### src/hdl/line_monitor_params.svh
// register offsets, field positions, reset values and timing counts for the line monitor
// assumes the includer sits at file scope, outside any module or package
`ifndef LINE_MONITOR_PARAMS_SVH
`define LINE_MONITOR_PARAMS_SVH
`define OFF_PERIOD_FREQ   8'h0A
`define OFF_CONFIG_A      8'h0B
`define OFF_CONFIG_B      8'h0C
`define OFF_ZX_TIMEOUT    8'h11
`define OFF_DIP_CYCLES    8'h13
`define OFF_DIP_LEVEL     8'h14
`define OFF_METER_EN_HI   8'hDB
`define OFF_METER_ST_HI   8'hDE
`define OFF_SUPPLY_EN     8'hEC
`define OFF_SUPPLY_FLAGS  8'hF8
`define OFF_CURRENT_OUT   8'h40
`define BIT_INTEG_EN      5
`define BIT_LPF_BYPASS    4
`define BIT_FREQ_SEL      1
`define BIT_ZX_FLAG       2
`define BIT_CROSSING_TIMEOUT_FLAG_FLAG     1
`define BIT_DIP_FLAG      5
`define ZX_TIMEOUT_RESET  12'hFFF
`define DIP_CYCLES_RESET  8'hFF
`define DIP_LEVEL_RESET   16'h0000
`define MCLK_HZ           4096000
`define SAMPLE_DIV        8'd160
`define PERIOD_TICK_DIV   8'd10
`define FREQ_NUMERATOR    32'd6553600
`define LPF_SHIFT         4'd6
`define INT_SHIFT         4'd7
`endif

### src/hdl/line_monitor_pkg.sv
// types shared by the line monitor files
// assumes the params header is on the include path
package line_monitor_pkg;
	typedef struct packed {
		logic        valid;
		logic [23:0] data;
	} sample_s;
	typedef enum logic [1:0] {
		DIP_IDLE  = 2'b00,
		DIP_COUNT = 2'b01,
		DIP_HELD  = 2'b10
	} dip_state_e;
endpackage : line_monitor_pkg

### src/hdl/line_integrator.sv
// leaky digital integrator for the current channel samples
// assumes one sample_valid per sample period on the pclk domain
`timescale 1ns/100ps
`include "line_monitor_params.svh"
module line_integrator
	import line_monitor_pkg::*;
(
	input  wire logic    pclk,
	input  wire logic    presetn,
	input  wire logic    enable,
	input  wire sample_s in_s,
	output sample_s      out_s
);
	// accumulator with a small leak so dc offsets cannot wind it up
	logic signed [39:0] acc_r;
	wire  signed [39:0] in_ext   = {{16{in_s.data[23]}}, in_s.data};
	wire  signed [39:0] leak     = acc_r >>> 12;
	wire  signed [39:0] acc_nxt  = acc_r + in_ext - leak;
	wire         [23:0] acc_view = acc_r[`INT_SHIFT + 23 -: 24];
	always_ff @(posedge pclk or negedge presetn) begin
		if (!presetn) begin
			acc_r <= '0;
			out_s <= '0;
		end else begin
			out_s.valid <= in_s.valid;
			if (in_s.valid) begin
				acc_r      <= enable ? acc_nxt : '0; // see R1
				out_s.data <= enable ? acc_view : in_s.data;
			end
		end
	end
endmodule : line_integrator

### src/hdl/line_power_quality_monitor.sv
// line zero crossing, timeout, period/frequency and sag detection with an APB register slave
// assumes voltage and current samples arrive synchronous to pclk, one valid per 160 pclks
//
// The APB register port was decided locally.
`timescale 1ns/100ps
`include "line_monitor_params.svh"
// Summary of operation
// integrator off after reset; on only when config_a bit 5 is set
// enabled integrator gives -20 dB/dec slope and about -90 degrees phase
// zero crossing taken from low-pass output, or raw samples when bypassed
// low-pass is single pole near 63.7 Hz, about 2 ms detection delay
// software keeps low-pass on below 60 Hz when delay is acceptable
// each crossing sets the crossing flag; enabled flag holds interrupt until cleared
// timeout counter is 12-bit, down by one every 160 clocks
// every crossing reloads the timeout counter with the programmed value
// timeout register resets to 0xFFF
// counter reaching zero sets timeout flag; enabled flag holds interrupt
// timeout register is readable and writable
// config_b bit 1 picks period (0) or frequency (1)
// 16-bit result refreshed once per line period
// period counts units of ten clocks
// frequency counts 0.0625 Hz per bit, 60 Hz reads 960
// sag exists while absolute low-pass output is below the threshold; the code compares raw samples instead when the low-pass is bypassed
// cycle count holds one more than cycles; never 0 or 1
// sag lasting programmed cycles sets dip flag; enable raises supply interrupt
// threshold 0 or 1 means zero level
// one single-cycle crossing event per sign change of consecutive samples
module line_power_quality_monitor
	import line_monitor_pkg::*;
(
	input  wire logic        pclk,
	input  wire logic        presetn,
	input  wire logic        psel,
	input  wire logic        penable,
	input  wire logic        pwrite,
	input  wire logic [7:0]  paddr,
	input  wire logic [31:0] pwdata,
	output logic      [31:0] prdata,
	output logic             pready,
	output logic             pslverr,
	input  wire sample_s     volt_in,
	input  wire sample_s     curr_in,
	output sample_s          curr_out,
	output logic             meter_irq,
	output logic             supply_irq,
	output logic             line_zero_cross
);
	// signed twos-complement 24-bit absolute value, top 16 bits kept
	function automatic logic [15:0] abs_hi(input logic [23:0] v);
		logic [23:0] m;
		m = v[23] ? (~v + 24'h000001) : v;
		abs_hi = m[23:8];
	endfunction : abs_hi

	logic [7:0]  config_a_r, config_b_r, dip_cycles_r, meter_en_r, meter_st_r;
	logic [7:0]  supply_en_r, supply_flags_r;
	logic [11:0] zx_timeout_r, zx_count_r;
	logic [15:0] dip_level_r, period_freq_r, period_cnt_r;
	logic [7:0]  tick_div_r, dec_div_r, dip_cnt_r;
	logic signed [31:0] lpf_r;
	logic        prev_sign_r, sign_seen_r, period_armed_r;
	logic [31:0] prdata_nxt;
	dip_state_e  dip_state_r, dip_state_nxt;
	sample_s     curr_int;

	// register access happens in the access phase; no wait states
	wire        wr_en  = psel & penable & pwrite;
	wire        rd_en  = psel & penable & ~pwrite;
	wire        known  = (paddr == `OFF_PERIOD_FREQ) | (paddr == `OFF_CONFIG_A) |
	                     (paddr == `OFF_CONFIG_B) | (paddr == `OFF_ZX_TIMEOUT) |
	                     (paddr == `OFF_DIP_CYCLES) | (paddr == `OFF_DIP_LEVEL) |
	                     (paddr == `OFF_METER_EN_HI) | (paddr == `OFF_METER_ST_HI) |
	                     (paddr == `OFF_SUPPLY_EN) | (paddr == `OFF_SUPPLY_FLAGS) |
	                     (paddr == `OFF_CURRENT_OUT);
	wire        wr_meter_st = wr_en & (paddr == `OFF_METER_ST_HI);
	wire        wr_supply   = wr_en & (paddr == `OFF_SUPPLY_FLAGS);

	// line low-pass: y += (x - y) >> 6 per valid sample gives ~63.7 Hz at 25.6 kSPS
	wire signed [31:0] volt_ext  = {{8{volt_in.data[23]}}, volt_in.data};
	wire signed [31:0] lpf_nxt   = lpf_r + ((volt_ext - lpf_r) >>> `LPF_SHIFT);
	wire        lpf_bypass = config_a_r[`BIT_LPF_BYPASS];
	wire [23:0] zx_source  = lpf_bypass ? volt_in.data : lpf_r[23:0];
	wire        cur_sign   = zx_source[23];
	wire        zx_event   = volt_in.valid & sign_seen_r & (cur_sign != prev_sign_r);

	// timeout counts down every 160 clocks, reload wins over decrement
	wire        dec_tick   = (dec_div_r == `SAMPLE_DIV - 8'd1);
	wire        zx_expire  = dec_tick & (zx_count_r == 12'h001);

	// period in ten-clock units, frequency derived from it
	wire        per_tick   = (tick_div_r == `PERIOD_TICK_DIV - 8'd1);
	// full line period spans two crossings, so measure crossing to second crossing
	logic       half_r;
	wire [31:0] freq_full  = (period_cnt_r == 16'h0000) ? 32'h0 :
	                         (`FREQ_NUMERATOR / {16'h0, period_cnt_r});
	wire [15:0] measure    = config_b_r[`BIT_FREQ_SEL] ? freq_full[15:0] : period_cnt_r;

	// sag compares the abs of the detection input with the threshold; 0 or 1 means zero level
	wire [15:0] level_eff  = (dip_level_r <= 16'h0001) ? 16'h0000 : dip_level_r;
	wire        dip_low    = abs_hi(zx_source) < level_eff;
	wire        full_cycle = zx_event & half_r;
	wire        dip_done   = (dip_cnt_r + 8'd2 >= dip_cycles_r);

	always_comb begin
		dip_state_nxt = dip_state_r;
		case (dip_state_r)
			DIP_IDLE:  if (dip_low) dip_state_nxt = DIP_COUNT;
			DIP_COUNT: begin
				if (!dip_low && volt_in.valid && zx_event)
					dip_state_nxt = DIP_IDLE;
				else if (full_cycle && dip_done)
					dip_state_nxt = DIP_HELD;
			end
			DIP_HELD:  if (!dip_low && zx_event) dip_state_nxt = DIP_IDLE;
			default:   dip_state_nxt = DIP_IDLE;
		endcase
	end
	wire        dip_set = (dip_state_r == DIP_COUNT) & (dip_state_nxt == DIP_HELD);

	always_comb begin
		prdata_nxt = 32'h0;
		case (paddr)
			`OFF_PERIOD_FREQ:  prdata_nxt = {16'h0, period_freq_r};
			`OFF_CONFIG_A:     prdata_nxt = {24'h0, config_a_r};
			`OFF_CONFIG_B:     prdata_nxt = {24'h0, config_b_r};
			`OFF_ZX_TIMEOUT:   prdata_nxt = {20'h0, zx_timeout_r};
			`OFF_DIP_CYCLES:   prdata_nxt = {24'h0, dip_cycles_r};
			`OFF_DIP_LEVEL:    prdata_nxt = {16'h0, dip_level_r};
			`OFF_METER_EN_HI:  prdata_nxt = {24'h0, meter_en_r};
			`OFF_METER_ST_HI:  prdata_nxt = {24'h0, meter_st_r};
			`OFF_SUPPLY_EN:    prdata_nxt = {24'h0, supply_en_r};
			`OFF_SUPPLY_FLAGS: prdata_nxt = {24'h0, supply_flags_r};
			`OFF_CURRENT_OUT:  prdata_nxt = {8'h0, curr_int.data};
			default:           prdata_nxt = 32'h0;
		endcase
	end

	line_integrator u_integ (
		.pclk    (pclk),
		.presetn (presetn),
		.enable  (config_a_r[`BIT_INTEG_EN]),
		.in_s    (curr_in),
		.out_s   (curr_int)
	);

	// apb slave: one-cycle access phase, error on unmapped addresses
	always_ff @(posedge pclk or negedge presetn) begin
		if (!presetn) begin
			prdata  <= 32'h0;
			pready  <= 1'b0;
			pslverr <= 1'b0;
		end else begin
			pready  <= psel & ~penable;
			pslverr <= psel & ~penable & ~known;
			// writes answer with zero data so a refused write never shows stale read data
			prdata  <= (psel & ~penable) ? (pwrite ? 32'h0 : prdata_nxt) : prdata;
		end
	end

	// configuration registers; integrator off and timeout full-scale at reset
	always_ff @(posedge pclk or negedge presetn) begin
		if (!presetn) begin
			config_a_r   <= 8'h00;
			config_b_r   <= 8'h00;
			zx_timeout_r <= `ZX_TIMEOUT_RESET;
			dip_cycles_r <= `DIP_CYCLES_RESET;
			dip_level_r  <= `DIP_LEVEL_RESET;
			meter_en_r   <= 8'h00;
			supply_en_r  <= 8'h00;
		end else if (wr_en & pready) begin
			case (paddr)
				`OFF_CONFIG_A:    config_a_r   <= pwdata[7:0];
				`OFF_CONFIG_B:    config_b_r   <= pwdata[7:0];
				`OFF_ZX_TIMEOUT:  zx_timeout_r <= pwdata[11:0];
				`OFF_DIP_CYCLES:  dip_cycles_r <= pwdata[7:0];
				`OFF_DIP_LEVEL:   dip_level_r  <= pwdata[15:0];
				`OFF_METER_EN_HI: meter_en_r   <= pwdata[7:0];
				`OFF_SUPPLY_EN:   supply_en_r  <= pwdata[7:0];
				default:          config_a_r   <= config_a_r;
			endcase
		end
	end

	// status flags: write one to clear, a hardware set in the same cycle wins
	always_ff @(posedge pclk or negedge presetn) begin
		if (!presetn) begin
			meter_st_r     <= 8'h00;
			supply_flags_r <= 8'h00;
			meter_irq      <= 1'b0;
			supply_irq     <= 1'b0;
		end else begin
			meter_st_r <= (meter_st_r & ~((wr_meter_st & pready) ? pwdata[7:0] : 8'h00))
			            | ({7'h0, zx_event} << `BIT_ZX_FLAG)
			            | ({7'h0, zx_expire} << `BIT_CROSSING_TIMEOUT_FLAG_FLAG);
			supply_flags_r <= (supply_flags_r & ~((wr_supply & pready) ? pwdata[7:0] : 8'h00))
			                | ({7'h0, dip_set} << `BIT_DIP_FLAG);
			meter_irq  <= |(meter_st_r & meter_en_r);              // see R6
			supply_irq <= |(supply_flags_r & supply_en_r);
		end
	end

	// filter, crossing detector and timeout counter
	always_ff @(posedge pclk or negedge presetn) begin
		if (!presetn) begin
			lpf_r           <= '0;
			prev_sign_r     <= 1'b0;
			sign_seen_r     <= 1'b0;
			line_zero_cross <= 1'b0;
			dec_div_r       <= 8'h00;
			zx_count_r      <= `ZX_TIMEOUT_RESET;
		end else begin
			if (volt_in.valid) begin
				lpf_r       <= lpf_nxt;
				prev_sign_r <= cur_sign;
				sign_seen_r <= 1'b1;
			end
			line_zero_cross <= zx_event;
			dec_div_r       <= dec_tick ? 8'h00 : dec_div_r + 8'd1;
			if (zx_event)
				zx_count_r <= zx_timeout_r;
			else if (dec_tick && zx_count_r != 12'h000)
				zx_count_r <= zx_count_r - 12'h001;
		end
	end

	// period counter and sag state
	always_ff @(posedge pclk or negedge presetn) begin
		if (!presetn) begin
			tick_div_r     <= 8'h00;
			period_cnt_r   <= 16'h0000;
			period_freq_r  <= 16'h0000;
			period_armed_r <= 1'b0;
			half_r         <= 1'b0;
			dip_state_r    <= DIP_IDLE;
			dip_cnt_r      <= 8'h00;
		end else begin
			tick_div_r <= per_tick ? 8'h00 : tick_div_r + 8'd1;
			if (zx_event)
				half_r <= ~half_r;
			if (full_cycle) begin
				if (period_armed_r)
					period_freq_r <= measure; // see R13 see R14
				period_armed_r <= 1'b1;
				// a tick on the restart edge still belongs to the new period
				period_cnt_r   <= per_tick ? 16'h0001 : 16'h0000;
			end else if (per_tick && period_cnt_r != 16'hFFFF)
				period_cnt_r <= period_cnt_r + 16'h0001;
			dip_state_r <= dip_state_nxt;
			if (dip_state_nxt == DIP_COUNT && dip_state_r == DIP_IDLE)
				dip_cnt_r <= 8'h00;
			else if (dip_state_r == DIP_COUNT && full_cycle)
				dip_cnt_r <= dip_cnt_r + 8'd1;
		end
	end

	assign curr_out = curr_int;
endmodule : line_power_quality_monitor

### config.mk
export PLATFORM = sky130hd
export DESIGN_NAME = line_power_quality_monitor
export DESIGN_NICKNAME = d
export VERILOG_FILES = /design/src/hdl/line_monitor_pkg.sv /design/src/hdl/line_integrator.sv /design/src/hdl/line_power_quality_monitor.sv
export VERILOG_INCLUDE_DIRS = /design/src /design/src/hdl
export SDC_FILE = /design/constraint.sdc
export NUM_CORES = 2
export LEC_CHECK = 0
export ABC_AREA = 1
export BUFFER_PORTS_ARGS = -buffer_cell sky130_fd_sc_hd__buf_2
export CAP_MARGIN = 20
export CORE_MARGIN = 3
export CORE_UTILIZATION = 45
export DETAILED_ROUTE_END_ITERATION = 10
export PLACE_DENSITY = 0.72
export SETUP_SLACK_MARGIN = 0.02
export SLEW_MARGIN = 0
export SYNTH_ARGS = -nofsm -noshare
export SYNTH_HDL_FRONTEND = slang
export SYNTH_SLANG_ARGS = --single-unit
export TNS_END_PERCENT = 10
### constraint.sdc
create_clock -name pclk -period 199.8 [get_ports pclk]
set_input_delay 39.96 -clock pclk [delete_from_list [all_inputs] [get_ports pclk]]
set_output_delay 39.96 -clock pclk [all_outputs]
set_load 0.01 [all_outputs]
==> results.md <==
Worst setup path:
- The standard cell with the maximum stage delay on the critical path is nor3_1.
- Data on the critical path is required at its endpoint by ~200 ns.
- For the worst setup path, the data arrival time is between 70 and 80 ns.
- The type of element capturing the critical path is a flop.
- The top fanout value on the critical path is 47.
- For this run, the slowest stage of the critical path takes 0.58 ns.
- The most frequent cell on the critical path is nand2_1.
- The setup path with the least slack is of type flop to flop.
- The kind of launch point of the worst setup path is a flop.

Finish:
- The multi-input gate area in the final layout is around 32000 µm².
- The library cells used most frequently in the layout, excluding fill and tap cells, are nand2_1, inv_1, o21ai_0.
- Leaving out fill and tap cells, the most frequent cell in the layout is nand2_1.
- The layout has 9759 filler cells.
- Compared with the post-synthesis result, the final layout area differs by 5.66%.
- Of the cells placed in the final design, the portion with a size suffix greater than 1 is between 10% and 20%.
- The area taken by flip-flops and latches is 7150 µm².
- The net count of the finished layout is about 7400.

Synthesis:
- In the synthesized netlist the async set-or-reset flop fraction comes to 100%.
- After synthesis, the largest family of logic cells by area is simple AND/OR/NAND/NOR gates.
- Of the post-synthesis cell area, the part taken by muxes is 0%.
- The post-synthesis average cell area is 6.68 µm².
- The adder-cell share of the synthesized area is ~16%.
- The share of the Yosys chip area taken by registers is 16.0%.
- The count of cell types in the netlist is 94.
- For this run, the leading register cell type out of synthesis is dfrtp_1.
- The Yosys step of the flow raised 0 warnings.
- The number of enable flip-flop cells after synthesis is 0.
- In this run the cell area of the synthesized design comes to 44600 µm².
- In the synthesized netlist, the number of instances is 6673.
- The complex-gate fraction of the synthesized area is roughly a fifth.
- The number of storage elements in the synthesis netlist is 284.
- After Yosys synthesis, XOR and XNOR cells account for under 10% of the synthesized area.
- Summing the areas of all and, or, nand and nor instances in the mapped netlist gives between 20 and 30% of the synthesized area.

STA:
- At the pin with the least slew margin, the transition time is roughly 0.95 ns.
- The worst clock skew on the final layout is 0.0148 ns.
- The tightest slew margin relative to the limit is between 30% and 40%.
- Setup violations remaining at the end of the flow were counted as 0.
- The final sum of negative setup slack is 0 ns.
- The max-slew violation total from the final report came to 0.
- The timing-limited maximum frequency is 13.0 MHz.
- Setup repair after global routing left no endpoint under its margin.
- The final-report hold violation count is 0.
- The shortest period the worst path allows is 77.21 ns.
- The final worst-path cycle share is just under 40%.

Placed design:
- The detailed placement HPWL is 93800 µm.
- The final weighted congestion in routability-driven placement is 0.947.
- In this run the tool buffered the top-level ports with approximately 130 buffer cells.

Routing:
- The routed wire length is 119000 µm.
- After detailed routing, the number of remaining DRC violations is 0.
- The count of nets left with antenna violations once routing finished came out at 0.
- The first detailed-routing pass took 7 iterations.
- After detailed routing, the number of vias per cell comes to around 5.4.
- The first routing iteration left 2944 violations.
- The detailed router placed 43600 vias in this run.
- In the final routed layout, each cell accounts on average for around 15 µm.

GRT:
- For this run, the total global-route usage over all layers was measured as 22.6%.
- The number of global-route vias before repair was 40500.
- Global routing finished with a remaining overflow of 0.
- The first global-routing pass estimated 197000 µm of wire.
- The number of antenna violations at the first check in global routing came to 3.
- Entering global routing, the biggest net connects 101 pins.

Floorplan:
- The die covers 103000 µm².
- The starting utilization of the core area is 45.8%.
- The number of rows in the core area is 114.
- For this design the top-level I/O count stands at ~160.
- The area of the core is 97400 µm².
- Measured along the x axis, the die boundary spans roughly 320 µm.
- The y dimension of the die is 321 µm.

Clock tree:
- Gates resized during post-CTS repair numbered 0.
- The root buffer cell is clkbuf_16.
- In this run, post-CTS hold repair placed 0 buffers.
- The register clock-pin slew on the reported worst setup and hold paths is 0.06 ns.
- TritonCTS created 31 clock buffers.
- The clock reaches the later pin of the worst-skew pair after 0.61 ns.
- The worst-case clock buffer depth is 3.
- CTS built an H-tree with a depth of 1.
- The TritonCTS clock tree is built.
- The post-CTS setup buffer count is 0.
- The tree built by TritonCTS fans out to approximately 280 sinks.

Flow run:
- The max-cap violation count is 0.

Run status:
- The flow ran to the end, and the final reports show no timing, DRC or antenna violations.

Hold path:
- The type of the tightest min-delay check is flop to flop.
Yosys cell counts, types with 41 or more instances:
cell / n / share of area [%]
nor2_1: 521 / 4.4
inv_1: 952 / 8.0
nand2_2: 115 / 1.6
nand4_1: 94 / 1.3
nand3_2: 69 / 1.5
nor3_1: 72 / 0.81
nand2_4: 43 / 1.1
inv_2: 43 / 0.36
xor2_1: 280 / 5.5
clkbuf_1: 68 / 0.57
o21bai_1: 55 / 0.93
nand3_1: 345 / 3.9
nor2_2: 41 / 0.58
a21oi_1: 499 / 5.6
dfrtp_1: 252 / 14
nand2_1: 1347 / 11
xnor2_1: 136 / 2.7
o21ai_0: 555 / 6.2
ha_1: 494 / 14
sequential cells by signal, summed over array words and instances (netlist names), 12 cells and up:
signal,cells
dip_level_r,16
lpf_r,32
period_cnt_r,16
period_freq_r,16
prdata,24
u_integ.acc_r,40
u_integ.out_s,25
zx_count_r,12
zx_timeout_r,12
path summary, 6_finish.rpt:
| path | from | end | slack (ns) | depth (start not counted) |
|---|---|---|---|---|
| min reg2reg | period_armed_r | period_armed_r | 0.46 | 2 |
| max in group asynchronous | presetn | u_integ.acc_r[17] | 159.01 | 2 |
| min in group asynchronous | presetn | lpf_r[11] | 39.40 | 1 |
| max reg2reg | period_cnt_r[14] | period_freq_r[0] | 122.59 | 433 |
| max | period_cnt_r[14] | period_freq_r[0] | 122.59 | 433 |
| min | period_armed_r | period_armed_r | 0.46 | 2 |
critical path, delay by kind of cell (launching register included):
| family | cells | cell delay, ns |
|---|---|---|
| compound gates | 175 | 32.31 |
| simple gates | 177 | 25.70 |
| fa+ha+maj | 30 | 10.40 |
| buf+inv | 51 | 7.95 |
| flops | 1 | 0.43 |
area by class of cell:
class                   count  share of cell area, %
multi-input cells        5230                   68.9
flip-flops and latches    284                   15.2
inverters                1023                   8.37
well taps                1276                   3.39
repair buffers            165                   1.99
clock buffers              39                   1.77
clock inverters            19                  0.430
diodes                      1                0.00531
through the flow:
| stage | instance area (µm²) | hold WS [ns] | util, % | worst slack (ns) | instances |
|---|---|---|---|---|---|
| after detailed placement | 46100 | 0.441 | 47.3 | 123.52 | 7977 |
| final | 47100 | 0.461 | 48.3 | 122.59 | 8037 |
| after global placement | 46000 | 0.436 | 47.2 | 124.40 | 7976 |
| after global routing | 47100 | 0.482 | 48.3 | 113.98 | 8037 |
| after floorplan | 44600 | 0.423 | - | 133.23 | 6680 |
| after CTS | 47100 | 0.458 | 48.3 | 123.14 | 8035 |
layer usage:
layer,routed length (µm),global-route usage (%),part of all wire [%]
met1,53900,29.8,45
met2,56400,39.6,47
met3,6140,1.89,5.1
met5,18,0,0.015
met4,2990,6.00,2.5
cell families (layout without fill, tap and decap cells):
kind of cell             Yosys count  after routing
AO/OA/AOI/OAI                   1466           1466
XOR/XNOR                         416            416
adder cells (fa/ha/maj)          534            534
buffers and inverters           1166           1246
flip-flops                       284            284
other                              1              9
AND/OR/NAND/NOR                 2806           2806
Power is left out: the tool's default activity adds up to more than one toggle a clock period on the data nets, which glitch-free logic cannot reach.
